$ cat config.mk
export PLATFORM = sky130hd
export DESIGN_NAME = rtcc_timer_chain
export DESIGN_NICKNAME = d
export VERILOG_FILES = /design/src/rtcc_pkg.sv /design/src/rtcc_timer_chain.sv
export SDC_FILE = /design/constraint.sdc
export NUM_CORES = 1
export LEC_CHECK = 0
export BUFFER_PORTS_ARGS = -buffer_cell sky130_fd_sc_hd__buf_2
export CAP_MARGIN = 0
export CORE_ASPECT_RATIO = 2
export CORE_MARGIN = 1
export CORE_UTILIZATION = 30
export DETAILED_ROUTE_END_ITERATION = 8
export RECOVER_POWER = 25
export SLEW_MARGIN = 40
export SYNTH_ARGS = -nofsm -noshare
export SYNTH_HDL_FRONTEND = slang
export SYNTH_SLANG_ARGS = --single-unit
$ cat constraint.sdc
create_clock -name i_clock -period 3.1 [get_ports i_clock]
set_input_delay 0.62 -clock i_clock [delete_from_list [all_inputs] [get_ports i_clock]]
set_output_delay 0.62 -clock i_clock [all_outputs]
set_load 0.03 [all_outputs]
$ cat src/rtcc_pkg.sv
/*
 rtcc_pkg: constants, register map and carrier types of the real time
 clock timer chain.
 Assumes a 32-bit Avalon-MM slave with byte addresses, one word per register.
*/
package rtcc_pkg;

   ////////////////////////////////////////////////////////////////////////
   // bus geometry and register byte offsets
   localparam int ADDR_W = 6;
   localparam logic [5:0] OFS_CTRL = 6'h00;
   localparam logic [5:0] OFS_DIV_RELOAD = 6'h04;
   localparam logic [5:0] OFS_DIV = 6'h08;
   localparam logic [5:0] OFS_COUNT_LOW = 6'h0C;
   localparam logic [5:0] OFS_COUNT_HIGH = 6'h10;
   localparam logic [5:0] OFS_RELOAD_LOW = 6'h14;
   localparam logic [5:0] OFS_RELOAD_HIGH = 6'h18;
   localparam logic [5:0] OFS_IRQ_CTRL = 6'h1C;
   localparam logic [5:0] OFS_SYS_CFG = 6'h20;

   ////////////////////////////////////////////////////////////////////////
   // clock_control_reg fields and reset value
   localparam int CTRL_RUN = 0;
   localparam int CTRL_PRESCALE = 1;
   localparam int CTRL_DEC = 2;
   localparam int CTRL_INC = 3;
   localparam int CTRL_ACCESS = 15;
   localparam logic [3:0] CTRL_RESET = 4'h3;

   // system_config_two fields
   localparam int SYS_CSS = 0;
   localparam int SYS_ASYNC = 1;

   ////////////////////////////////////////////////////////////////////////
   // chain geometry
   localparam int PRESCALE_DIV = 8;
   localparam int PRESCALE_W = 3;
   localparam logic [PRESCALE_W-1:0] PRESCALE_LAST =
      PRESCALE_W'(PRESCALE_DIV - 1);
   localparam int SUB_TIMERS = 4;
   localparam int SOURCES = SUB_TIMERS + 1;
   localparam logic [15:0] DIV_ALL_ONES = 16'hFFFF;
   localparam logic [7:0] SUB_ALL_ONES = 8'hFF;

   ////////////////////////////////////////////////////////////////////////
   // carriers
   typedef struct packed {
      logic read;
      logic write;
      logic [ADDR_W-1:0] address;
      logic [31:0] writedata;
      logic [3:0] byteenable;
   } rtcc_avs_req_t;

   typedef struct packed {
      logic [31:0] readdata;
      logic waitrequest;
   } rtcc_avs_rsp_t;

   typedef struct packed {
      logic sleep;
      logic clock_locked;
      logic slowdown;
   } rtcc_sys_t;

   typedef struct packed {
      logic run_bit;
      logic prescale_select;
      logic divider_decrement_req;
      logic divider_increment_req;
      logic clock_source_select;
      logic [15:0] tick_divider_reload;
      logic [15:0] tick_divider;
      logic [31:0] time_count;
      logic [31:0] time_reload;
      logic [SOURCES-1:0] irq_enable;
      logic [SOURCES-1:0] irq_request;
      logic [PRESCALE_W-1:0] prescale_count;
      logic ref_prev;
      logic ack;
      logic [31:0] readdata;
   } rtcc_state_t;

endpackage

$ cat src/rtcc_timer_chain.sv
/*
 rtcc_timer_chain: reloadable tick divider, 32-bit time counter split into
 four byte-wide reloadable sub-timers, interrupt sub-node and an Avalon-MM
 register slave.
 Assumes i_ref_clock is a level synchronous to i_clock and no faster than
 half of it; system status inputs are synchronous as well.
*/
// The register addresses and the Avalon-MM register port are this design's own decisions.
`timescale 1ns/100ps

// Functional notes
// - count only while run set; run resets set
// - prescale select divides reference clock by eight
// - only mode switching may cost ticks
// - increment/decrement request replaces next count step
// - increment waits when next step reloads
// - hardware clears adjustment requests when done
// - divider counts up, reloads, raises tick request
// - reload zero divides by two to sixteen
// - divider plus counter form 48-bit counter
// - counter split into reloadable sub-timers
// - each sub-timer overflow raises its alarm
// - all requests merge into one interrupt
// - per-source enable and request flags
// - chain keeps running through idle, power-down
// - software may write divider count directly
// - async mode from select, sleep, unlocked clock without slowdown
// - async mode rejects writes, allows reads
module rtcc_timer_chain (
   // clock and reset
   input wire logic i_clock,
   input wire logic i_nrst,
   // counting reference
   input wire logic i_ref_clock,
   // system status
   input wire rtcc_pkg::rtcc_sys_t i_sys,
   // register bus
   input wire rtcc_pkg::rtcc_avs_req_t i_avs,
   output rtcc_pkg::rtcc_avs_rsp_t o_avs,
   // status and interrupt
   output logic o_async_mode,
   output logic o_irq
);

   rtcc_pkg::rtcc_state_t state_reg;
   rtcc_pkg::rtcc_state_t state_next;
   logic async_mode;
   logic count_event;
   logic tick_ovf;
   logic carry;
   logic wr_en;
   logic [rtcc_pkg::SOURCES-1:0] irq_set;
   logic [31:0] rd_word;
   logic [31:0] wr_word;

   ////////////////////////////////////////////////////////////////////////
   // byte-lane merge of a write into the current word
   function automatic logic [31:0] merge(input logic [31:0] old_word,
                                         input logic [31:0] new_word,
                                         input logic [3:0] be);
      logic [31:0] res;
      res = old_word;
      for (int b = 0; b < 4; b++) begin
         if (be[b]) begin
            res[8*b +: 8] = new_word[8*b +: 8];
         end
      end
      return res;
   endfunction

   ////////////////////////////////////////////////////////////////////////
   // read view of the register map
   always_comb begin
      rd_word = 32'h0000_0000;
      case (i_avs.address)
         rtcc_pkg::OFS_CTRL: begin
            rd_word[rtcc_pkg::CTRL_RUN] = state_reg.run_bit;
            rd_word[rtcc_pkg::CTRL_PRESCALE] = state_reg.prescale_select;
            rd_word[rtcc_pkg::CTRL_DEC] = state_reg.divider_decrement_req;
            rd_word[rtcc_pkg::CTRL_INC] = state_reg.divider_increment_req;
            rd_word[rtcc_pkg::CTRL_ACCESS] = ~async_mode;
         end
         rtcc_pkg::OFS_DIV_RELOAD: begin
            rd_word[15:0] = state_reg.tick_divider_reload;
         end
         rtcc_pkg::OFS_DIV: begin
            rd_word[15:0] = state_reg.tick_divider;
         end
         rtcc_pkg::OFS_COUNT_LOW: begin
            rd_word[15:0] = state_reg.time_count[15:0];
         end
         rtcc_pkg::OFS_COUNT_HIGH: begin
            rd_word[15:0] = state_reg.time_count[31:16];
         end
         rtcc_pkg::OFS_RELOAD_LOW: begin
            rd_word[15:0] = state_reg.time_reload[15:0];
         end
         rtcc_pkg::OFS_RELOAD_HIGH: begin
            rd_word[15:0] = state_reg.time_reload[31:16];
         end
         rtcc_pkg::OFS_IRQ_CTRL: begin
            for (int s = 0; s < rtcc_pkg::SOURCES; s++) begin
               rd_word[2*s] = state_reg.irq_enable[s];
               rd_word[2*s+1] = state_reg.irq_request[s];
            end
         end
         rtcc_pkg::OFS_SYS_CFG: begin
            rd_word[rtcc_pkg::SYS_CSS] = state_reg.clock_source_select;
            rd_word[rtcc_pkg::SYS_ASYNC] = async_mode;
         end
         default: begin
            rd_word = 32'h0000_0000;
         end
      endcase
   end

   ////////////////////////////////////////////////////////////////////////
   // next state
   always_comb begin
      state_next = state_reg;
      irq_set = '0;
      tick_ovf = 1'b0;
      carry = 1'b0;
      wr_word = 32'h0000_0000;

      async_mode = state_reg.clock_source_select | i_sys.sleep |
                   (~i_sys.clock_locked & ~i_sys.slowdown);

      state_next.ref_prev = i_ref_clock;
      count_event = 1'b0;
      if (i_ref_clock & ~state_reg.ref_prev & state_reg.run_bit) begin
         if (state_reg.prescale_select) begin
            state_next.prescale_count =
               state_reg.prescale_count + 1'b1;
            count_event =
               (state_reg.prescale_count == rtcc_pkg::PRESCALE_LAST);
         end else begin
            count_event = 1'b1;
         end
      end

      // no power mode input stops counting
      // single clock domain, no reference edge dropped
      if (count_event) begin
         if (state_reg.divider_decrement_req) begin
            state_next.tick_divider = state_reg.tick_divider - 1'b1;
            state_next.divider_decrement_req = 1'b0;
         end else if (state_reg.divider_increment_req &&
                      state_reg.tick_divider != rtcc_pkg::DIV_ALL_ONES)
         begin
            state_next.tick_divider = state_reg.tick_divider + 1'b1;
            state_next.divider_increment_req = 1'b0;
         end else if (state_reg.tick_divider == rtcc_pkg::DIV_ALL_ONES)
         begin
            state_next.tick_divider = state_reg.tick_divider_reload;
            tick_ovf = 1'b1;
         end else begin
            state_next.tick_divider = state_reg.tick_divider + 1'b1;
         end
      end
      irq_set[0] = tick_ovf;

      carry = tick_ovf;
      for (int t = 0; t < rtcc_pkg::SUB_TIMERS; t++) begin
         if (carry) begin
            if (state_reg.time_count[8*t +: 8] == rtcc_pkg::SUB_ALL_ONES)
            begin
               state_next.time_count[8*t +: 8] =
                  state_reg.time_reload[8*t +: 8];
               irq_set[t+1] = 1'b1;
            end else begin
               state_next.time_count[8*t +: 8] =
                  state_reg.time_count[8*t +: 8] + 8'h01;
               carry = 1'b0;
            end
         end
      end

      state_next.irq_request = state_reg.irq_request | irq_set;

      // bus handshake: one wait cycle, data and effect at the ack edge
      state_next.ack = (i_avs.read | i_avs.write) & ~state_reg.ack;
      if (i_avs.read & ~state_reg.ack) begin
         state_next.readdata = rd_word;
      end
      wr_en = i_avs.write & state_reg.ack & ~async_mode;
      wr_word = merge(rd_word, i_avs.writedata, i_avs.byteenable);
      if (wr_en) begin
         case (i_avs.address)
            rtcc_pkg::OFS_CTRL: begin
               state_next.run_bit = wr_word[rtcc_pkg::CTRL_RUN];
               state_next.prescale_select =
                  wr_word[rtcc_pkg::CTRL_PRESCALE];
               state_next.divider_decrement_req =
                  wr_word[rtcc_pkg::CTRL_DEC];
               state_next.divider_increment_req =
                  wr_word[rtcc_pkg::CTRL_INC];
            end
            rtcc_pkg::OFS_DIV_RELOAD: begin
               state_next.tick_divider_reload = wr_word[15:0];
            end
            rtcc_pkg::OFS_DIV: begin
               state_next.tick_divider = wr_word[15:0];
            end
            rtcc_pkg::OFS_COUNT_LOW: begin
               state_next.time_count[15:0] = wr_word[15:0];
            end
            rtcc_pkg::OFS_COUNT_HIGH: begin
               state_next.time_count[31:16] = wr_word[15:0];
            end
            rtcc_pkg::OFS_RELOAD_LOW: begin
               state_next.time_reload[15:0] = wr_word[15:0];
            end
            rtcc_pkg::OFS_RELOAD_HIGH: begin
               state_next.time_reload[31:16] = wr_word[15:0];
            end
            rtcc_pkg::OFS_IRQ_CTRL: begin
               // software clear, a new event wins
               for (int s = 0; s < rtcc_pkg::SOURCES; s++) begin
                  state_next.irq_enable[s] = wr_word[2*s];
                  state_next.irq_request[s] = wr_word[2*s+1] | irq_set[s];
               end
            end
            rtcc_pkg::OFS_SYS_CFG: begin
               state_next.clock_source_select = wr_word[rtcc_pkg::SYS_CSS];
            end
            default: begin
               state_next.ack = state_next.ack;
            end
         endcase
      end
   end

   ////////////////////////////////////////////////////////////////////////
   // state register
   always_ff @(posedge i_clock) begin
      if (!i_nrst) begin
         state_reg <= '0;
         state_reg.run_bit <= rtcc_pkg::CTRL_RESET[rtcc_pkg::CTRL_RUN];
         state_reg.prescale_select <=
            rtcc_pkg::CTRL_RESET[rtcc_pkg::CTRL_PRESCALE];
         state_reg.ref_prev <= 1'b1;
      end else begin
         state_reg <= state_next;
      end
   end

   ////////////////////////////////////////////////////////////////////////
   // outputs
   always_comb begin
      o_avs.waitrequest = (i_avs.read | i_avs.write) & ~state_reg.ack;
      o_avs.readdata = state_reg.readdata;
      o_async_mode = async_mode;
      o_irq = |(state_reg.irq_request & state_reg.irq_enable);
   end

endmodule

==> results.py <==
metrics = {
    "run_status": {
        "status": "complete, no violations",
    },
    "yosys": {
        "syn_area_per_cell_sq_um": 7.494,
        "synth_top_cell_by_area": "dfxtp_1",
        "synth_top_area_share": 0.3163,
        "yosysSeqAreaShare": 0.3163,
        "async_reset_ff_frac": 0,
        "synth-seq-cells": 132,
        "ys_types": 83,
        "synth_edf_count": 0,
        "synthCells": 1115,
        "syn-cell-area_sq_um": 8356,
        "synthTopCellsByArea": "dfxtp_1, nand2_1, a21oi_1, mux2i_1, buf_4",
        "synth_ff_type": "dfxtp_1",
        "yosysWarnings": 0,
    },
    "detailed_routing": {
        "drt_wl_total_um": 36540,
        "post_drt_wl_per_cell_um": 23.56,
        "vias": 9175,
        "vias_per_cell": 5.916,
        "final_antenna_net_count": 0,
        "firstDrtPassIters": 7,
        "drtIter0Drc": 829,
        "drc": 0,
    },
    "sta": {
        "rsz0062_at_grt": "false",
        "fin_skew_ps": 6.743,
        "period_minus_slack_ps": 2883,
        "hold_viol_final": 0,
        "worst_pin_slew_ps": 1207,
        "maxSlewViolCount": 0,
        "setup_slack_ps": 217.0,
        "setup_viol": 0,
        "timing.hold.ws_ps": 397.3,
        "maxSlewHeadroom": 0.1953,
        "finalCritPeriodShare": 0.9300,
        "setup_tns_ps": 0,
        "fmax_mhz": 346.9,
    },
    "clocking": {
        "numCtsBuffers": 17,
        "cts_tree": "yes",
        "clk_path_buf_depth": 2,
        "htree_levels": 4,
        "cts_sinks": 132,
        "post_cts_buffers": 0,
        "clk_pin_slew_ps": 60,
        "cts_root_buffer": "clkbuf_16",
        "clk_latency_ps": 440,
        "hold_buffers": 0,
        "cts_resized": 0,
    },
    "worst_setup_path": {
        "startpoint": "state_reg[112]",
        "ff2ff_path_depth": 9,
        "crit_arrival_ps": 3190,
        "worst_setup_path_end_kind": "register",
        "worstSetupPathDepth": 9,
        "critPathLaunchType": "register",
        "path_cells": "ha_1, nand3_2, buf_4, or3_1, nor3_1, buf_4, nor3_1, o31ai_1, o21ai_0",
        "reg2reg_from": "state_reg[112]",
        "crit_end": "state_reg[111]",
        "required_ps": 3410,
        "timing.critical_path.slowest_stage_cell": "nor3_1",
        "critical_path_class": "register to register",
        "critical-path-top-delay-family": "simple AND/OR/NAND/NOR gates",
        "r2r_slack_ps": 220,
        "cp_max_fo": 8,
        "max_stage_delay_ps": 510,
        "r2r_end": "state_reg[111]",
        "critical_path_buf_inv_count": 2,
    },
    "placement": {
        "place.gp.congestion": 0.9655,
        "place_ws_ps": 125.6,
        "hpwlAfterDp_um": 28130,
        "io_buffers": 50,
    },
    "global_routing": {
        "grt.overflow.total": 0,
        "grt_max_degree": 76,
        "grt_use_total": 0.2589,
        "grt_antenna_before_repair": 0,
        "grt_pass1_wl_um": 54410,
        "grt_pass1_vias": 9175,
    },
    "power": {
        "cellPowerDensity_nw_per_um2": 433.7,
        "p_leak_uw": 0.003497,
        "ir_worst_vdd_mv": 0.4000,
    },
    "floorplan": {
        "coreArea_sq_um": 27440,
        "die_height_um": 238.0,
        "initial_utilization": 0.3045,
        "fp.dieW_um": 120.0,
        "die-area_sq_um": 28560,
        "pin_count": 85,
        "rows": 86,
    },
    "finish": {
        "drive_gt1_frac": 0.1576,
        "diodes": 0,
        "nets": 1245,
        "largest_reg_flops": 116,
        "postLayoutCoreUtil": 0.3594,
        "area_growth_pct": 18.03,
    },
    "hold_path": {
        "hp-class": "input pin to register",
    },
    "job": {
        "cap_viol_max_count": 0,
    },
}
==> worst min-delay path by stage <==
stage                   from             to  slack (ps)  cells after the start
2_1_floorplan      o_avs[11]      o_avs[11]         430                      2
3_3_place_gp   state_reg[36]  state_reg[36]         450                      2
3_5_place_dp   state_reg[35]  state_reg[35]         460                      2
4_1_cts          i_ref_clock  state_reg[33]         390                      2
5_1_grt          i_ref_clock  state_reg[33]         390                      2
6_report         i_ref_clock  state_reg[33]         400                      2
==> cells in the mapped netlist (all sizes together), types with 4 or more instances <==
library cell,count
a2111oi,7
a211oi,9
a21o,4
a21oi,90
a221oi,11
a22oi,13
a31oi,26
a32oi,4
a41oi,7
and3,21
and4,4
buf,54
clkbuf,60
dfxtp,132
ha,8
inv,18
mux2,5
mux2i,30
nand2,189
nand2b,12
nand3,56
nand3b,7
nand4,20
nand4b,5
nor2,80
nor2b,7
nor3,40
nor4,11
o211ai,13
o21a,7
o21ai,61
o22ai,12
o31ai,12
or3,4
or4,8
xnor2,4
xor2,10
==> power by group <==
group	internal (uW)	total [uW]	leakage (uW)	switching (uW)
clock	1340	2140	0.000295	801
combinational	110	401	0.00214	291
sequential	1720	1730	0.00107	16.2
==> cells in the final DEF (no fill, tap or decap), drive strengths merged, types with 8 or more instances in the layout <==
cell	instances
xor2	10
nand2	189
mux2i	30
a221oi	11
o31ai	12
a31oi	26
nor4	11
or4	8
buf	127
o22ai	12
o211ai	13
nor3	40
nand4	20
clkbuf	48
inv	18
and3	21
a22oi	13
conb	16
o21ai	61
nor2	80
dfxtp	132
nand3	56
a21oi	90
a211oi	9
ha	8
nand2b	12
==> cell families (layout without fill, tap and decap cells) <==
family                   Yosys count  in the layout  share of synthesized area
AND/OR/NAND/NOR                  475            475                     0.2793
AO/OA/AOI/OAI                    317            317                     0.2534
flip-flops                       132            132                     0.3163
buffers and inverters            132            201                    0.07862
multiplexers                      36             36                    0.04537
XOR/XNOR                          14             14                    0.01467
adder cells (fa/ha/maj)            8              8                    0.01198
other                              1             16                  0.0004488
==> per-stage QoR <==
step | instances | cell area [sq um] | total power [uW]
4_1_cts | 1551 | 9903 | 4273
6_report | 1551 | 9862 | 4277
2_1_floorplan | 1130 | 8412 | 2028
3_3_place_gp | 1520 | 9291 | 2163
5_1_grt | 1551 | 9862 | 4371
3_5_place_dp | 1520 | 9291 | 2163
==> metal layers <==
layer	track usage	up-vias	part of all wire
met5	0	-	0
met4	0.2379	0	0.099
met3	0.04565	194	0.047
met2	0.4716	453	0.52
met1	0.2400	4333	0.33
li1	-	4195	-
==> cell type report <==
class | instances | area [sq um]
clock buffers | 23 | 488.0
clock inverters | 8 | 123.9
fillers | 2878 | 17580
inverters | 18 | 67.56
multi-input cells | 866 | 5112
flip-flops and latches | 132 | 2643
well taps | 352 | 440.4
repair buffers | 152 | 987.2
(Power assumes the default switching activity.)
